===== src/hdl/sppi_pkg.sv =====
// Purpose: Shared constants for the strobed parallel I/O port.
// Assumes: AXI4-Lite register access with 32-bit data.
// Notes:   Offsets are byte addresses of aligned words.
package sppi_pkg;
  // ****************************************************************
  // Register map
  // ****************************************************************
  localparam logic [7:0] SPPI_OFF_DATA_A  = 8'h00;
  localparam logic [7:0] SPPI_OFF_DATA_B  = 8'h04;
  localparam logic [7:0] SPPI_OFF_DATA_C  = 8'h08;
  localparam logic [7:0] SPPI_OFF_CTRL    = 8'h0C;
  localparam logic [7:0] SPPI_OFF_STATUS  = 8'h10;
  localparam logic [7:0] SPPI_OFF_FIFO    = 8'h14;
  // ****************************************************************
  // Control word fields
  // ****************************************************************
  localparam int SPPI_CTL_DIR_A  = 0;
  localparam int SPPI_CTL_DIR_B  = 1;
  localparam int SPPI_CTL_DIR_CL = 2;
  localparam int SPPI_CTL_DIR_CH = 3;
  localparam int SPPI_CTL_MODE_A = 4;
  localparam int SPPI_CTL_MODE_B = 6;
  localparam int SPPI_CTL_IEN_A  = 7;
  localparam int SPPI_CTL_IEN_B  = 8;
  localparam int SPPI_CTL_W      = 9;
  localparam logic [8:0] SPPI_CTL_RESET = 9'h00F;
  // ****************************************************************
  // Modes and misc
  // ****************************************************************
  localparam logic [1:0] SPPI_MODE_SIMPLE  = 2'h0;
  localparam logic [1:0] SPPI_MODE_STROBED = 2'h1;
  localparam logic [1:0] SPPI_MODE_BIDIR   = 2'h2;
  localparam logic [1:0] SPPI_RESP_OKAY    = 2'h0;
  localparam logic [1:0] SPPI_RESP_SLVERR  = 2'h2;
  localparam int         SPPI_FIFO_DEPTH   = 8;
  // ****************************************************************
  // Third port handshake pin positions and status fields
  // ****************************************************************
  localparam int SPPI_PC_SRQ_B     = 0;
  localparam int SPPI_PC_FULL_B    = 1;
  localparam int SPPI_PC_HSK_B     = 2;
  localparam int SPPI_PC_SRQ_A     = 3;
  localparam int SPPI_PC_STROBE_A  = 4;
  localparam int SPPI_PC_INFULL_A  = 5;
  localparam int SPPI_PC_ACK_A     = 6;
  localparam int SPPI_PC_OUTFULL_A = 7;
  localparam int SPPI_STAT_LEVEL   = 8;
endpackage


===== src/hdl/sppi_fifo.sv =====
// Purpose: Small synchronous FIFO with valid and ready on both sides.
// Assumes: Depth is a power of two.
// Notes:   Full and empty follow the stored word count exactly.
`timescale 1ns/1ps
module sppi_fifo #(
  parameter int WIDTH = 8,
  parameter int DEPTH = 8
) (
  input  wire logic             clk_sys,
  input  wire logic             rst,
  input  wire logic [WIDTH-1:0] inData,
  input  wire logic             inValid,
  output logic                  inReady,
  output logic [WIDTH-1:0]      outData,
  output logic                  outValid,
  input  wire logic             outReady,
  output logic [$clog2(DEPTH):0] level
);
  localparam int AW = $clog2(DEPTH);
  typedef struct packed {
    logic [AW-1:0] wrPtr;
    logic [AW-1:0] rdPtr;
    logic [AW:0]   count;
  } sppi_fifo_st_t;
  sppi_fifo_st_t st;
  sppi_fifo_st_t next_st;
  logic [WIDTH-1:0] mem [DEPTH];
  logic pushNow;
  logic popNow;

  // Handshake terms.
  assign inReady  = (st.count != AW'(0) + (AW+1)'(DEPTH)) ? 1'b1 : 1'b0;
  assign outValid = (st.count != '0);
  assign pushNow  = inValid && inReady;
  assign popNow   = outValid && outReady;
  assign outData  = mem[st.rdPtr];
  assign level    = st.count;

  // Pointer and count update.
  always_comb begin
    next_st = st;
    if (pushNow) begin
      next_st.wrPtr = st.wrPtr + AW'(1);
    end
    if (popNow) begin
      next_st.rdPtr = st.rdPtr + AW'(1);
    end
    if (pushNow && !popNow) begin
      next_st.count = st.count + (AW+1)'(1);
    end else if (popNow && !pushNow) begin
      next_st.count = st.count - (AW+1)'(1);
    end
  end

  // State register.
  always_ff @(posedge clk_sys or posedge rst) begin
    if (rst) begin
      st <= '0;
    end else begin
      st <= next_st;
    end
  end

  // Storage array, written without reset.
  always_ff @(posedge clk_sys) begin
    if (pushNow) begin
      mem[st.wrPtr] <= inData;
    end
  end
endmodule


===== src/hdl/sppi_port.sv =====
// Purpose: Three-port programmable parallel interface with handshakes.
// Assumes: Pins are synchronous to clk_sys; AXI4-Lite register access.
// Notes:   Strobed group A input data also flows through an 8-word FIFO.
`timescale 1ns/1ps
module sppi_port
  import sppi_pkg::*;
#(
  parameter int FIFO_DEPTH = SPPI_FIFO_DEPTH
) (
  input  wire logic        clk_sys,
  input  wire logic        rst,
  input  wire logic [7:0]  s_axi_awaddr,
  input  wire logic        s_axi_awvalid,
  output logic             s_axi_awready,
  input  wire logic [31:0] s_axi_wdata,
  input  wire logic [3:0]  s_axi_wstrb,
  input  wire logic        s_axi_wvalid,
  output logic             s_axi_wready,
  output logic [1:0]       s_axi_bresp,
  output logic             s_axi_bvalid,
  input  wire logic        s_axi_bready,
  input  wire logic [7:0]  s_axi_araddr,
  input  wire logic        s_axi_arvalid,
  output logic             s_axi_arready,
  output logic [31:0]      s_axi_rdata,
  output logic [1:0]       s_axi_rresp,
  output logic             s_axi_rvalid,
  input  wire logic        s_axi_rready,
  input  wire logic [7:0]  firstBytePortIn,
  output logic [7:0]       firstBytePortOut,
  output logic [7:0]       firstBytePortOe,
  input  wire logic [7:0]  secondBytePortIn,
  output logic [7:0]       secondBytePortOut,
  output logic [7:0]       secondBytePortOe,
  input  wire logic [7:0]  thirdBytePortIn,
  output logic [7:0]       thirdBytePortOut,
  output logic [7:0]       thirdBytePortOe
);
  // ****************************************************************
  // State
  // ****************************************************************
  typedef struct packed {
    logic [SPPI_CTL_W-1:0] ctrl;
    logic [7:0]  outA;
    logic [7:0]  outB;
    logic [7:0]  outC;
    logic [7:0]  latA;
    logic [7:0]  latB;
    logic        inputLatchFullA;
    logic        inputLatchFullB;
    logic        outputLatchFullA_n;
    logic        outputLatchFullB_n;
    logic        awHave;
    logic [7:0]  awAddr;
    logic        wHave;
    logic [31:0] wData;
    logic [3:0]  wStrb;
    logic        bValid;
    logic [1:0]  bResp;
    logic        rValid;
    logic [31:0] rData;
    logic [1:0]  rResp;
  } sppi_state_t;
  sppi_state_t st;
  sppi_state_t next_st;

  logic [1:0] modeA;
  logic       modeB;
  logic       hsA;
  logic       biA;
  logic       inStrobeA_n;
  logic       ackA_n;
  logic       inStrobeB_n;
  logic       ackB_n;
  logic       irqA;
  logic       irqB;
  logic       rdStrobe_n;
  logic       wrStrobe_n;
  logic       fifoInReady;
  logic       fifoOutValid;
  logic [7:0] fifoOutData;
  logic       fifoPop;
  logic       fifoPush;
  logic [$clog2(FIFO_DEPTH):0] fifoLevel;

  assign modeA = st.ctrl[SPPI_CTL_MODE_A +: 2];
  assign modeB = st.ctrl[SPPI_CTL_MODE_B];
  assign hsA   = (modeA != SPPI_MODE_SIMPLE);
  assign biA   = (modeA == SPPI_MODE_BIDIR);

  // Handshake lines borrowed from the third port for each group.
  assign inStrobeA_n = thirdBytePortIn[SPPI_PC_STROBE_A];
  assign ackA_n      = thirdBytePortIn[SPPI_PC_ACK_A];
  assign inStrobeB_n = thirdBytePortIn[SPPI_PC_HSK_B];
  assign ackB_n      = thirdBytePortIn[SPPI_PC_HSK_B];

  // Service requests per group, gated by the enable bits.
  assign irqA = st.ctrl[SPPI_CTL_IEN_A] && hsA &&
                (st.inputLatchFullA || (st.outputLatchFullA_n &&
                 (biA || !st.ctrl[SPPI_CTL_DIR_A])));
  assign irqB = st.ctrl[SPPI_CTL_IEN_B] && modeB &&
                (st.ctrl[SPPI_CTL_DIR_B] ? st.inputLatchFullB
                                         : st.outputLatchFullB_n);

  // Internal active-low strobes derived from completed bus phases.
  assign rdStrobe_n = !(s_axi_arvalid && !st.rValid);
  assign wrStrobe_n = !(st.awHave && st.wHave && !st.bValid);

  // ****************************************************************
  // Input FIFO for group A strobed input
  // ****************************************************************
  assign fifoPush = hsA && (biA || st.ctrl[SPPI_CTL_DIR_A]) &&
                    !inStrobeA_n && !st.inputLatchFullA;
  assign fifoPop  = !rdStrobe_n && s_axi_araddr == SPPI_OFF_FIFO;

  sppi_fifo #(
    .WIDTH (8),
    .DEPTH (FIFO_DEPTH)
  ) uFifo (
    .clk_sys  (clk_sys),
    .rst      (rst),
    .inData   (firstBytePortIn),
    .inValid  (fifoPush),
    .inReady  (fifoInReady),
    .outData  (fifoOutData),
    .outValid (fifoOutValid),
    .outReady (fifoPop),
    .level    (fifoLevel)
  );

  // ****************************************************************
  // Bus handshakes and pin drive
  // ****************************************************************
  assign s_axi_awready = !st.awHave;
  assign s_axi_wready  = !st.wHave;
  assign s_axi_bvalid  = st.bValid;
  assign s_axi_bresp   = st.bResp;
  assign s_axi_arready = !st.rValid;
  assign s_axi_rvalid  = st.rValid;
  assign s_axi_rdata   = st.rData;
  assign s_axi_rresp   = st.rResp;

  // Port A drives in output modes; in bidirectional only while ack low.
  always_comb begin
    firstBytePortOut  = st.outA;
    firstBytePortOe   = {8{biA ? !ackA_n
                          : !st.ctrl[SPPI_CTL_DIR_A]}};
    secondBytePortOut = st.outB;
    secondBytePortOe  = {8{!st.ctrl[SPPI_CTL_DIR_B]}};
    thirdBytePortOut  = st.outC;
    thirdBytePortOe   = {{4{!st.ctrl[SPPI_CTL_DIR_CH]}},
                         {4{!st.ctrl[SPPI_CTL_DIR_CL]}}};
    if (hsA) begin
      // Group A status lines take over part of the third port.
      thirdBytePortOut[SPPI_PC_SRQ_A]    = irqA;
      thirdBytePortOe[SPPI_PC_SRQ_A]     = 1'b1;
      thirdBytePortOe[SPPI_PC_STROBE_A]  = 1'b0;
      thirdBytePortOe[SPPI_PC_ACK_A]     = 1'b0;
      thirdBytePortOut[SPPI_PC_INFULL_A] = st.inputLatchFullA;
      thirdBytePortOe[SPPI_PC_INFULL_A]  = biA || st.ctrl[SPPI_CTL_DIR_A];
      thirdBytePortOut[SPPI_PC_OUTFULL_A] = st.outputLatchFullA_n;
      thirdBytePortOe[SPPI_PC_OUTFULL_A]  = biA || !st.ctrl[SPPI_CTL_DIR_A];
    end
    if (modeB) begin
      thirdBytePortOut[SPPI_PC_SRQ_B]  = irqB;
      thirdBytePortOe[SPPI_PC_SRQ_B]   = 1'b1;
      thirdBytePortOut[SPPI_PC_FULL_B] = st.ctrl[SPPI_CTL_DIR_B]
                                         ? st.inputLatchFullB
                                         : st.outputLatchFullB_n;
      thirdBytePortOe[SPPI_PC_FULL_B]  = 1'b1;
      thirdBytePortOe[SPPI_PC_HSK_B]   = 1'b0;
    end
  end

  // ****************************************************************
  // Next state
  // ****************************************************************
  always_comb begin
    next_st = st;
    // Strobe low loads the latches; latch full flags rise.
    if (hsA && (biA || st.ctrl[SPPI_CTL_DIR_A]) && !inStrobeA_n) begin
      next_st.latA = firstBytePortIn;
      next_st.inputLatchFullA = 1'b1;
    end
    if (modeB && st.ctrl[SPPI_CTL_DIR_B] && !inStrobeB_n) begin
      next_st.latB = secondBytePortIn;
      next_st.inputLatchFullB = 1'b1;
    end
    // Acknowledge low releases output latch full.
    if (hsA && !ackA_n) begin
      next_st.outputLatchFullA_n = 1'b1;
    end
    if (modeB && !st.ctrl[SPPI_CTL_DIR_B] && !ackB_n) begin
      next_st.outputLatchFullB_n = 1'b1;
    end
    // Write channel capture.
    if (s_axi_awvalid && !st.awHave) begin
      next_st.awHave = 1'b1;
      next_st.awAddr = s_axi_awaddr;
    end
    if (s_axi_wvalid && !st.wHave) begin
      next_st.wHave = 1'b1;
      next_st.wData = s_axi_wdata;
      next_st.wStrb = s_axi_wstrb;
    end
    if (st.bValid && s_axi_bready) begin
      next_st.bValid = 1'b0;
    end
    if (!wrStrobe_n) begin
      next_st.awHave = 1'b0;
      next_st.wHave  = 1'b0;
      next_st.bValid = 1'b1;
      next_st.bResp  = SPPI_RESP_OKAY;
      case (st.awAddr)
        SPPI_OFF_DATA_A: begin
          if (st.wStrb[0]) begin
            next_st.outA = st.wData[7:0];
            if (hsA) begin
              next_st.outputLatchFullA_n = 1'b0;
            end
          end
        end
        SPPI_OFF_DATA_B: begin
          if (st.wStrb[0]) begin
            next_st.outB = st.wData[7:0];
            if (modeB && !st.ctrl[SPPI_CTL_DIR_B]) begin
              next_st.outputLatchFullB_n = 1'b0;
            end
          end
        end
        SPPI_OFF_DATA_C: begin
          if (st.wStrb[0]) begin
            next_st.outC = st.wData[7:0];
          end
        end
        SPPI_OFF_CTRL: begin
          if (st.wStrb[0]) begin
            next_st.ctrl[7:0] = st.wData[7:0];
          end
          if (st.wStrb[1]) begin
            next_st.ctrl[SPPI_CTL_IEN_B] = st.wData[SPPI_CTL_IEN_B];
          end
        end
        default: begin
          next_st.bResp = SPPI_RESP_SLVERR;
        end
      endcase
    end
    // Read channel.
    if (st.rValid && s_axi_rready) begin
      next_st.rValid = 1'b0;
    end
    if (!rdStrobe_n) begin
      next_st.rValid = 1'b1;
      next_st.rResp  = SPPI_RESP_OKAY;
      next_st.rData  = '0;
      case (s_axi_araddr)
        SPPI_OFF_DATA_A: begin
          next_st.rData[7:0] = hsA ? st.latA : firstBytePortIn;
          if (hsA && inStrobeA_n) begin
            next_st.inputLatchFullA = 1'b0;
          end
        end
        SPPI_OFF_DATA_B: begin
          next_st.rData[7:0] = modeB ? st.latB : secondBytePortIn;
          if (modeB && inStrobeB_n) begin
            next_st.inputLatchFullB = 1'b0;
          end
        end
        SPPI_OFF_DATA_C: next_st.rData[7:0] = thirdBytePortIn;
        SPPI_OFF_CTRL:   next_st.rData[SPPI_CTL_W-1:0] = st.ctrl;
        SPPI_OFF_STATUS: begin
          next_st.rData[7:0] = {fifoInReady, fifoOutValid, irqB, irqA,
                                !st.outputLatchFullB_n,
                                !st.outputLatchFullA_n,
                                st.inputLatchFullB, st.inputLatchFullA};
          next_st.rData[SPPI_STAT_LEVEL +: 4] = 4'(fifoLevel);
        end
        SPPI_OFF_FIFO: next_st.rData[7:0] = fifoOutData;
        default: next_st.rResp = SPPI_RESP_SLVERR;
      endcase
    end
  end

  // Reset: all inputs, simple mode, handshakes idle, enables clear.
  always_ff @(posedge clk_sys or posedge rst) begin
    if (rst) begin
      st                    <= '0;
      st.ctrl               <= SPPI_CTL_RESET;
      st.outputLatchFullA_n <= 1'b1;
      st.outputLatchFullB_n <= 1'b1;
    end else begin
      st <= next_st;
    end
  end
endmodule


===== config.mk =====
export PLATFORM = sky130hd
export DESIGN_NAME = sppi_port
export DESIGN_NICKNAME = d
export VERILOG_FILES = /design/src/hdl/sppi_pkg.sv /design/src/hdl/sppi_fifo.sv /design/src/hdl/sppi_port.sv
export SDC_FILE = /design/constraint.sdc
export NUM_CORES = 1
export LEC_CHECK = 0
export BUFFER_PORTS_ARGS = -buffer_cell sky130_fd_sc_hd__buf_2
export CORE_MARGIN = 2
export CORE_UTILIZATION = 50
export DETAILED_ROUTE_END_ITERATION = 8
export GPL_ROUTABILITY_DRIVEN = 0
export PLACE_DENSITY = 0.77
export SETUP_SLACK_MARGIN = 0.4
export SLEW_MARGIN = 20
export SYNTH_ARGS = -nofsm -noshare
export SYNTH_HDL_FRONTEND = slang
export SYNTH_HIERARCHICAL = 1
export SYNTH_SLANG_ARGS = --single-unit
export TNS_END_PERCENT = 5

===== constraint.sdc =====
create_clock -name clk_sys -period 3.4 [get_ports clk_sys]
set_input_delay 0.17 -clock clk_sys [delete_from_list [all_inputs] [get_ports clk_sys]]
set_output_delay 0.17 -clock clk_sys [all_outputs]
set_load 0.02 [all_outputs]

After elaboration in Yosys (flattened, before gate mapping):

Memory sizes are Yosys's and may differ from the RTL's.
Cells that the tools add are included.

* register bits: 127
* latch bits: 0
* RAM bits: 64
* memory bits (read-only): 0
* bits of input ports: 83
* output and inout bits: 89
* word-level logic and storage cells: 144
* memories: 1

Memories
* uFifo.mem: words 8, bits a word 8, read ports 1, clocked after memory_dff 0, write ports 1, RTL line sppi_fifo.sv:27 `logic [WIDTH-1:0] mem [DEPTH];`

* add/sub/neg operators: 4
* $mul: 0
* divide/modulo/power cells: 0
* $lt $le $gt $ge: 0
* equality and inequality tests: 10
* shift operators: 0
* multiplexer cells: 43
* bitwise operators: 0
* reduce and logical (&&, ||, !) cells: 62

Operators with widths (count)
* $pmux 8 s6: 1
* $mux 37: 1
* $mux 35: 1
* $eq 8x4->1 const B: 4
* $logic_and 1x1->1: 27
* $mux 1: 25
* $eq 8x3->1 const B: 2
* $eq 8x5->1 const B: 2
* $logic_not 1->1: 16
* $logic_not 8->1: 2
* $mux 8: 2
* $reduce_and 3->1: 5
* $mux 3: 4
* $reduce_bool 2->1: 6
* $mux 9: 1
* $mux 2: 4
* $mux 4: 2
* $add 3x1->3 const B: 2
* $reduce_or 6->1: 1
* $mux 5: 1
* $add 4x1->4 const B: 1
* $ne 4x4->1 const B: 1
* $reduce_bool 4->1: 1
* $reduce_or 4->1: 1
* other kinds (4): 6

Depth between registers and ports, before layout:

Gate-level depths: netlist (run 1).

* word-level depth: 10
* depth in mapped cells: 12
* depth with buffers taken out: 11

By module:

Netlist (run 1), hierarchy kept.

Modules (own cells, without submodules)
* sppi_port: instances 1, cells each 425, area each 4805.9 sq um, seq. area each 2259.7 sq um
* sppi_fifo: instances 1, cells each 160, area each 3143.0 sq um, seq. area each 2172.1 sq um

Worst setup path before layout (run 1):

No wires, ideal clock.

* path kind: reg-to-reg
* start point: register st, in the netlist modeA[0]
* end point: register uFifo.st, in the netlist uFifo/level[3]
* arrival time: 2983 ps
* required time: 3263 ps
* slack: 280 ps
* stages on the path, launching flop included: 13
* path buffers: 1
* clock period less this slack: 3120 ps
* cells stage by stage: dfrtp_1 -> clkbuf_1 -> nand2b_1 -> a21oi_1 -> nor2b_1 -> nand2_2 -> inv_1 -> ha_1 -> inv_1 -> ha_1 -> or4_1 -> nand3_1 -> o221ai_1

* cells in the longest elaborated chain, start to end: 9

RTL lines
* from (decl): RTL line sppi_port.sv:64 `sppi_state_t st;`
* from (signal assigned): RTL line sppi_port.sv:293 `st <= next_st;`
* $eq 2x2->1: RTL line sppi_port.sv:89 `assign biA = (modeA == SPPI_MODE_BIDIR);`
* $logic_or 1x1->1: RTL line sppi_port.sv:112 `assign fifoPush = hsA && (biA || st.ctrl[SPPI_CTL_DIR_A]) &&`
* $logic_and 1x1->1 (*) (2 in a row): RTL line sppi_port.sv:112
* $logic_and 1x1->1 (*): RTL line sppi_port.sv:113 `!inStrobeA_n && !st.inputLatchFullA;`
* named net fifoPush: RTL line sppi_port.sv:83 `logic fifoPush;`
* $logic_and 1x1->1 (*): RTL line sppi_fifo.sv:34 `assign pushNow = inValid && inReady;`
* named net uFifo.pushNow: RTL line sppi_fifo.sv:28 `logic pushNow;`
* $logic_not 1->1: RTL line sppi_fifo.sv:50 `end else if (popNow && !pushNow) begin`
* $logic_and 1x1->1: RTL line sppi_fifo.sv:50
* $reduce_bool 2->1 (no line)
* to (signal assigned): RTL line sppi_fifo.sv:60 `st <= next_st;`
* to (decl): RTL line sppi_fifo.sv:25 `sppi_fifo_st_t st;`

Mark *: on every way through the listed nets, which the timed path passes. The rest lies on a longest branch.
A chain may end at the register's enable or synchronous reset.

Worst setup path after layout (run 1):

Same ends and word-level chain as after synthesis.

==> impl_metrics.toml, run 1 <==
[detailed_routing]
dr_total_vias = 5016
drtIter0Drc = 354
wirelength_mm = 17.40
first_pass_iters = 5
drcViolationCount = 0
vias_per_cell = 5.458
ant_nets = 0
wire_per_inst_um = 18.93

[yosys]
synth_top_flop_cell = "dfrtp_1"
synth_edf_count = 64
synth-xor-area-share = 0.006611
yosys.area.top_type = "dfrtp_1"
synth_fa_ha_area_frac = 0.01039
synth_top_family_by_area = "multiplexers"
yosys.area.top_type_share = 0.2959
syn_area_per_cell_um2 = 13.59
async_flop_share = 0.6098
synth_compound_area_frac = 0.05037
yosysUniqueCellTypes = 58
synth-seq-area-share = 0.5575
yosys_warnings = 6
synth_cells = 585
synthMuxAreaShare = 0.2016
synth-seq-cells = 164
yosys.area_share.simple = 0.08043
netlist_area_mm2 = 0.007949
synthTopCellsByArea = "dfrtp_1 30%, edfxtp_1 24%, mux2_2 11%"

[timing]
setup_slack_ps = 602.7
fmax_mhz = 357.5
relSlewSlack = 0.4076
drv_slew = 0
setup_viol = 0
rsz0062_at_grt = "false"
tightest_slew_ps = 885.4
tns_ps = 0
fin_crit_sh = 0.8227
skew_ps = 9.784
hold_viol_final = 0
layout_min_cycle_time_ps = 2797
hold_slack_ps = 10.03

[clock_tree]
cts_htree_levels = 4
cts.path.max_buffers = 2
cts-root-buf = "clkbuf_16"
cts_tree = "built"
clock_latency_ps = 430
cts_buffers = 17
cts_num_sinks = 164
clkTransAtPathRegs_ps = 60

[critical_path]
critPathCaptureType = "flop"
rr_startpoint = "modeA[0]$_DFFE_PP0P_"
start_kind = "flop"
reg2reg_slack_ps = 600
timing.rr.end = "uFifo/level[3]$_DFFE_PP0P_"
critPathRequiredTime_ps = 3700
critPathMaxFanout = 9
r2r_cells = 11
crit_type = "reg -> reg"
worstPathArrival_ps = 3090

[die]
rows = 46
coreArea_mm2 = 0.01571
die_w_um = 130.1
die_y_um = 130.1
io_pins = 172
initial_utilization = 0.5059
die-area_mm2 = 0.01692

[placement]
dp_slack_ps = 343.0
port_buffers = 124
dp_hpwl_mm = 12.15

[min_path]
whs_path_depth = 2
hp-class = "in -> reg"
holdPathEnd = "st[76]$_DFFE_PP0P_"
min_from = "s_axi_awaddr[1]"

[pwr]
p_per_area_mw_per_mm2 = 614.0
seq_power_share = 0.474
power_frac_clock = 0.319
p_comb_frac = 0.207
p_int_w = 0.003962
power_leakage_nw = 3.985
swShare = 0.2972
switchingPower_w = 0.001676
ir_drop_uv = 585.8

[job]
maxCapViolations = 0

[layout]
diodes = 0
seq_area_mm2 = 0.004433
fillerInstances = 1227
drive_gt1_frac = 0.3898
layout.nets = 779
final_util = 0.5843
multiInputGateArea_mm2 = 0.002878
syn2layout_area_growth_pct = 15.50

[grt]
met2_usage = 0.3372
gr-total-overflow = 0
grt-busiest-layer = "met2"
grt_max_degree = 38
grt_pass1_vias = 4939
grt_util_met3 = 0.05289
use_met1 = 0.2723
grt_pass1_wl_mm = 26.38
antenna_found_initial = 0
grt_usage = 0.2071

[run_status]
status = "complete, no violations"
[worst max-delay path, cell delays in order (launching register included)]
cell      delay (ps)
dfrtp_2          470
nand2b_1         210
a21oi_2          200
nor2b_4          210
nand2_2          100
inv_1             70
ha_1             240
inv_1            130
ha_1             370
or4_1            480
nand3_1           90
o221ai_1         100
[power by group through the flow]
stage / sequential (W) / combinational [W] / clock [W]
floorplan: 0.00260 / 0.000983 / 0
global placement: 0.00267 / 0.00109 / 0
detailed placement: 0.00269 / 0.00113 / 0
CTS: 0.00266 / 0.00116 / 0.00182
global route: 0.00271 / 0.00126 / 0.00190
finish: 0.00267 / 0.00117 / 0.00180
[what timing repair did]
action | in CTS | in global routing
hold endpoints to repair | 71 | 0
setup buffers | 0 | 0
hold buffers | 31 | 0
resized for setup | 0 | 4
setup endpoints to repair | 0 | 1
[flip-flops by register name (all words and copies together), names as in the netlist]
signal             count
modeA                  2
uFifo/mem             64
modeB                  1
s_axi_rdata           12
secondBytePortOut      8
s_axi_bvalid           1
thirdBytePortOut       3
st                    52
s_axi_rvalid           1
s_axi_bresp            1
uFifo/st               6
firstBytePortOut       8
s_axi_rresp            1
uFifo/level            4
[how the worst max path moves through the flow]
stage	startpoint	endpoint	slack [ps]
global placement	s_axi_araddr[4]	uFifo/level[3]$_DFFE_PP0P_	440
detailed placement	s_axi_araddr[4]	uFifo/level[3]$_DFFE_PP0P_	340
finish	modeA[0]$_DFFE_PP0P_	uFifo/level[3]$_DFFE_PP0P_	600
floorplan	modeA[0]$_DFFE_PP0P_	uFifo/level[3]$_DFFE_PP0P_	480
CTS	modeA[0]$_DFFE_PP0P_	uFifo/level[3]$_DFFE_PP0P_	420
global route	modeA[0]$_DFFE_PP0P_	uFifo/level[3]$_DFFE_PP0P_	440
[cell families (layout without fill, tap and decap cells)]
group	Yosys count	after routing
buffers and inverters	112	209
adders and majority gates	6	6
and+or+nand+nor	115	115
xor gates and xnor gates	6	6
DFF	164	164
other	1	22
AOI/OAI and AO/OA	61	61
muxes	120	120
[cells in the mapped netlist (all sizes together) (2+ instances only)]
| master | number |
|---|---|
| or2 | 2 |
| mux2 | 89 |
| edfxtp | 64 |
| nand3b | 4 |
| a31oi | 4 |
| nor2b | 8 |
| ha | 5 |
| nor3b | 5 |
| o21ai | 10 |
| a22oi | 4 |
| mux4 | 16 |
| a21o | 2 |
| a221oi | 6 |
| nand2b | 5 |
| nand3 | 9 |
| o22ai | 5 |
| or3 | 6 |
| a2bb2oi | 2 |
| buf | 82 |
| nor2 | 29 |
| dfstp | 6 |
| nand4 | 3 |
| mux2i | 15 |
| a21oi | 16 |
| dfrtp | 94 |
| nor3 | 10 |
| inv | 12 |
| nor4 | 3 |
| clkbuf | 18 |
| o21a | 3 |
| o31ai | 2 |
| or4 | 3 |
| nand2 | 25 |
| xnor2 | 6 |
[layer usage]
layer,wire [µm],part of all wire
met5,0,0
met4,346,0.020
met3,1032,0.059
met2,8726,0.50
met1,7292,0.42
[final cells by class]
type | count | area share
Sequential cell | 164 | 0.4828
Multi-Input combinational cell | 330 | 0.3134
Timing Repair Buffer | 165 | 0.1096
Clock buffer | 23 | 0.05097
Tap cell | 216 | 0.02944
Clock inverter | 9 | 0.008722
Inverter | 12 | 0.005042
[layout by cell type (no fill, tap or decap), drive strengths merged, types with 6 or more instances in the layout]
cell         Yosys  final
mux2            89     89
a21oi           16     16
nor2b            8      8
dfrtp           94     94
dfstp            6      6
clkinv           0      7
mux2i           15     15
xnor2            6      6
conb             1     22
nor2            29     29
nand2           25     25
o21ai           10     10
edfxtp          64     64
nor3            10     10
or3              6      6
a221oi           6      6
nand3            9      9
inv             12     13
buf             82    134
clkbuf          18     23
mux4            16     16
dlygate4sd3      0     31
[through the flow]
| stage | area [µm²] | power, W | std cells |
|---|---|---|---|
| 6_report | 9181 | 0.005637 | 919 |
| 4_1_cts | 9166 | 0.005635 | 919 |
| 3_3_place_gp | 8308 | 0.003753 | 856 |
| 5_1_grt | 9181 | 0.005874 | 919 |
| 3_5_place_dp | 8308 | 0.003817 | 856 |
| 2_1_floorplan | 8031 | 0.003578 | 606 |
Power figures use the tool's default switching activity.
==> run 2: changes to the inputs <==
==> constraint.sdc (replaced) <==
create_clock -name clk_sys -period 2.3 [get_ports clk_sys]
set_input_delay 0.115 -clock clk_sys [delete_from_list [all_inputs] [get_ports clk_sys]]
set_output_delay 0.115 -clock clk_sys [all_outputs]
set_load 0.02 [all_outputs]
==> impl_metrics.toml, run 2 (same netlist as run 1, synthesis figures left out) <==
[grt]
gr-total-overflow = 0
grt_pass1_vias = 5399
antenna_found_initial = 0
grt_pass1_wl_mm = 28.13
grt_usage = 0.2214
grt_max_degree = 91

[timing]
tightest_slew_ps = 1011
setup_slack_ps = -23.45
rsz0062_at_grt = "true"
relSlewSlack = 0.3233
skew_ps = 14.00
drv_slew = 0
tns_ps = -23.45
fin_crit_sh = 1.010
fmax_mhz = 430.4
hold_viol_final = 0
setup_viol = 1
layout_min_cycle_time_ps = 2323

[layout]
max_flop_register = "uFifo/mem"
final_util = 0.6424
seq_area_mm2 = 0.004433
syn2layout_area_growth_pct = 26.98
largest_reg_flops = 64
diodes = 0
drive_gt1_frac = 0.4724
multiInputGateArea_mm2 = 0.003153
layout_common_cells = "122 x buf_2, 93 x dfrtp_1, 64 x mux2_2, 64 x edfxtp_1, 40 x buf_4"
layout.nets = 836
final_common_cell = "buf_2"
fillerInstances = 1047

[detailed_routing]
drcViolationCount = 0
ant_nets = 0
first_pass_iters = 5
wire_per_inst_um = 19.67
wirelength_mm = 19.20
vias_per_cell = 5.470
drtIter0Drc = 494
dr_total_vias = 5339

[min_path]
whs_path_depth = 1
hp-class = "in -> reg"
min_from = "firstBytePortIn[3]"

[critical_path]
crit_start = "uFifo/level[0]$_DFFE_PP0P_"
cpPeakStageDelay_ps = 590
rr_startpoint = "uFifo/level[0]$_DFFE_PP0P_"
crit_top_cell = "ha_4"
critPathCaptureType = "flop"
worstPathArrival_ps = 2620
critPathSlowestCell = "or4b_4"
crit_type = "reg -> reg"
critPathMaxFanout = 4
critPathRequiredTime_ps = 2600
path_cells = "or4b_4 > nand2_4 > inv_2 > ha_4 > inv_4 > ha_4 > or4_4 > nand3_2 > o221ai_2"
r2r_cells = 9
start_kind = "flop"

[pwr]
switchingPower_w = 0.002729
p_int_w = 0.006154
power_frac_clock = 0.324
p_comb_frac = 0.232
swShare = 0.3072
seq_power_share = 0.444
ir_drop_uv = 713.1
p_per_area_mw_per_mm2 = 880.1
power_leakage_nw = 4.384

[clock_tree]
cts_tree = "built"
cts_htree_levels = 4
cts-root-buf = "clkbuf_16"
cts.path.max_buffers = 2
clkTransAtPathRegs_ps = 60
cts_buffers = 17
cts_num_sinks = 164
clock_latency_ps = 430

[placement]
dp_hpwl_mm = 12.41
dp_slack_ps = -111.2
port_buffers = 124

[job]
maxCapViolations = 0

[die]
rows = 46
die_y_um = 130.1
die-area_mm2 = 0.01692
io_pins = 172
coreArea_mm2 = 0.01571
die_w_um = 130.1
initial_utilization = 0.5059

[run_status]
failed_checks = "setup timing"
status = "complete, but fails checks"
run 2: cell types whose count changed in the layout (fill, tap and decap cells not counted), sizes merged:
cell,before,now
dlygate4sd3,31,37
clkinv,7,4
inv,13,18
clkbuf,23,19
buf,134,185
clkinvlp,0,2
run 2: final timing paths:
kind / end / slack, ps
max in group asynchronous: st[97]$_DFFE_PP0P_ / 1510
min in group asynchronous: uFifo/level[1]$_DFFE_PP0P_ / 280
min reg2reg: s_axi_rdata[9]$_DFFE_PP0P_ / 470
max: uFifo/level[3]$_DFFE_PP0P_ / -20
min: uFifo/mem[4][3]$_DFFE_PP_ / 10
max reg2reg: uFifo/level[3]$_DFFE_PP0P_ / -20
run 2: stage by stage:
| stage | std cells | total power (W) | hold slack [ps] | instance area [µm²] |
|---|---|---|---|---|
| 2_1_floorplan | 606 | 0.005321 | -44.82 | 8124 |
| 3_3_place_gp | 899 | 0.005676 | 150.7 | 8740 |
| 3_5_place_dp | 899 | 0.005781 | 168.4 | 8740 |
| 4_1_cts | 973 | 0.008743 | 3.317 | 9788 |
| 5_1_grt | 976 | 0.009252 | 12.47 | 10090 |
| 6_report | 976 | 0.008883 | 13.26 | 10090 |
run 2: area by class of cell:
type | instances | area share
clock buffer | 19 | 0.04711
clock inverter | 13 | 0.01302
inverter | 12 | 0.005082
multi-input combinational | 330 | 0.3124
sequential | 164 | 0.4392
tap | 216 | 0.02678
timing repair buffer | 222 | 0.1564
run 2: power by group through the flow:
stage | logic [W] | registers, W | clock network, W
2_1_floorplan | 0.00147 | 0.00385 | 0
3_3_place_gp | 0.00176 | 0.00391 | 0
3_5_place_dp | 0.00183 | 0.00395 | 0
4_1_cts | 0.00191 | 0.00391 | 0.00293
5_1_grt | 0.00221 | 0.00400 | 0.00304
6_report | 0.00206 | 0.00395 | 0.00287
run 2: worst max-delay path, delay by kind of cell (launching register included):
family	cells	cell delay, ps
compound gates	1	90
fa+ha+maj	2	360
buf+inv	2	120
flops	1	400
simple gates	4	1210
run 2: layer usage:
metal / track usage / up-vias / wire (µm)
li1: - / 2378 / -
met1: 0.2778 / 2673 / 7500
met2: 0.3717 / 242 / 9966
met3: 0.04920 / 46 / 1152
met4: 0.09614 / 0 / 577
met5: 0 / - / 0
run 2: repair_timing:
item,in CTS,in global routing
resized for setup,12,68
hold endpoints to repair,141,0
pin swaps,3,25
cloned,0,0
setup buffers,5,3
setup endpoints to repair,92,126
hold buffers,37,0
==> run 3: changes to the inputs <==
--- a/config.mk
+++ b/config.mk
@@ -6,11 +6,11 @@
 export NUM_CORES = 1
 export LEC_CHECK = 0
 export BUFFER_PORTS_ARGS = -buffer_cell sky130_fd_sc_hd__buf_2
+export CAP_MARGIN = 20
 export CORE_MARGIN = 2
 export CORE_UTILIZATION = 50
 export DETAILED_ROUTE_END_ITERATION = 8
-export GPL_ROUTABILITY_DRIVEN = 0
-export PLACE_DENSITY = 0.77
+export PLACE_DENSITY = 0.88
 export SETUP_SLACK_MARGIN = 0.4
 export SLEW_MARGIN = 20
 export SYNTH_ARGS = -nofsm -noshare
==> impl_metrics.toml, run 3 (same netlist as run 1, synthesis figures left out) <==
[run_status]
status = "complete, no violations"

[critical_path]
crit_type = "reg -> reg"
critPathMaxFanout = 5
critPathRequiredTime_ps = 2600
crit_top_cell = "ha_4"
start_kind = "flop"
critPathCapture = "uFifo/level[3]$_DFFE_PP0P_"
crit_start = "st[128]$_DFFE_PP1P_"
crit_family = "simple AND/OR/NAND/NOR gates"
cpPeakStageDelay_ps = 560
timing.rr.end = "uFifo/level[3]$_DFFE_PP0P_"
cp.depth = 11
worstPathArrival_ps = 2560
r2r_cells = 11
critPathCaptureType = "flop"
critPathBufInv = 2
critPathSlowestCell = "dfstp_2"
reg2reg_slack_ps = 40
rr_startpoint = "st[128]$_DFFE_PP1P_"
path_cells = "nand2_4 > a21oi_4 > nor2b_4 > nand2_2 > inv_2 > ha_4 > inv_4 > ha_4 > or4_4 > nand3_2 > o221ai_2"

[clock_tree]
cts.path.max_buffers = 2
cts_tree = "built"
clock_latency_ps = 430
cts_num_sinks = 164
cts_htree_levels = 4
cts_buffers = 17
clkTransAtPathRegs_ps = 70
cts-root-buf = "clkbuf_16"

[timing]
skew_ps = 11.84
relSlewSlack = 0.5295
setup_viol = 0
rsz0062_at_grt = "true"
drv_slew = 0
hold_viol_final = 0
setup_slack_ps = 37.33
fmax_mhz = 442.0
layout_min_cycle_time_ps = 2263
tightest_slew_ps = 704.3
fin_crit_sh = 0.9838

[detailed_routing]
wire_per_inst_um = 19.55
ant_nets = 0
dr_total_vias = 5437
drtIter0Drc = 435
wirelength_mm = 19.08
drcViolationCount = 0
vias_per_cell = 5.571
first_pass_iters = 5

[grt]
met2_usage = 0.3751
grt_pass1_vias = 5245
antenna_found_initial = 0
grt_pass1_wl_mm = 28.39
grt-busiest-layer = "met2"
grt_util_met3 = 0.06642
grt_usage = 0.2255
use_met1 = 0.2872
gr-total-overflow = 0
grt_max_degree = 52

[die]
rows = 46
coreArea_mm2 = 0.01571
die_y_um = 130.1
die-area_mm2 = 0.01692
io_pins = 172
initial_utilization = 0.5059
die_w_um = 130.1

[layout]
drive_gt1_frac = 0.4684
max_flop_register = "uFifo/mem"
layout.nets = 836
fillerInstances = 1060
largest_reg_flops = 64
layout_common_cells = "124 x buf_2, 91 x dfrtp_1, 79 x mux2_2"
final_common_cell = "buf_2"
diodes = 0
syn2layout_area_growth_pct = 24.32
stdcell_count = 976
final_area_mm2 = 0.009882

[placement]
gp_congestion = 0.8323
place_inst = 894
dp_slack_ps = 19.05
port_buffers = 124
dpl_cell_area_mm2 = 0.008740
dp_hpwl_mm = 12.58

[pwr]
power_leakage_nw = 4.330
ir_drop_uv = 952.9
switchingPower_w = 0.002698
p_per_area_mw_per_mm2 = 868.8
power_w = 0.008585
power_frac_clock = 0.318
p_comb_frac = 0.225
seq_power_share = 0.456
p_int_w = 0.005887
swShare = 0.3143

[job]
maxCapViolations = 0

[min_path]
hp-class = "in -> reg"
-- run 3: worst min path at each step --
stage,endpoint,slack (ps),from,cells after the start
3_5_place_dp,uFifo/st[9]$_DFFE_PP0P_,160,rst,2
2_1_floorplan,uFifo/level[0]$_DFFE_PP0P_,-40,rst,1
5_1_grt,uFifo/mem[5][0]$_DFFE_PP_,0.6,firstBytePortIn[0],1
4_1_cts,uFifo/mem[6][0]$_DFFE_PP_,1,firstBytePortIn[0],1
6_report,uFifo/mem[6][0]$_DFFE_PP_,1,firstBytePortIn[0],1
3_3_place_gp,uFifo/st[4]$_DFFE_PP0P_,150,rst,2
-- run 3: per-layer routing --
layer,share of wire,vias up
met5,0,-
met4,0.022,0
met3,0.076,43
met2,0.51,276
met1,0.39,2738
li1,-,2380
-- run 3: area by class of cell --
| type | instances | area, µm² | share of cell area |
|---|---|---|---|
| multi-input combinational | 330 | 2984 | 0.3020 |
| sequential | 164 | 4436 | 0.4488 |
| clock buffer | 18 | 439.2 | 0.04444 |
| timing repair buffer | 222 | 1564 | 0.1583 |
| clock inverter | 14 | 137.6 | 0.01393 |
| tap | 216 | 270.3 | 0.02735 |
| inverter | 12 | 51.30 | 0.005191 |
-- run 3: power groups by stage --
| stage | clock network (W) | logic, W | registers (W) |
|---|---|---|---|
| after detailed placement | 0 | 0.00180 | 0.00395 |
| after global placement | 0 | 0.00174 | 0.00392 |
| after CTS | 0.00277 | 0.00188 | 0.00390 |
| after floorplan | 0 | 0.00147 | 0.00385 |
| after global routing | 0.00290 | 0.00207 | 0.00397 |
| final | 0.00273 | 0.00193 | 0.00392 |
-- run 3: stage by stage --
step	hold WS [ps]	setup TNS (ps)	utilization
final	1.477	0	0.6289
after global routing	0.6223	0	0.6289
after CTS	1.411	0	0.6204
after detailed placement	160.1	0	0.5562
after global placement	150.9	0	0.5562
after floorplan	-44.82	-129.7	-
-- run 3: timing repair --
| item | 4_1_cts | 5_1_grt |
|---|---|---|
| gates cloned | 1 | 1 |
| buffers inserted | 6 | 7 |
| endpoints found under the setup margin | 122 | 124 |
| resized for setup | 8 | 24 |
| hold buffers | 35 | 0 |
| pin swaps | 1 | 11 |
| hold endpoints to repair | 72 | 0 |
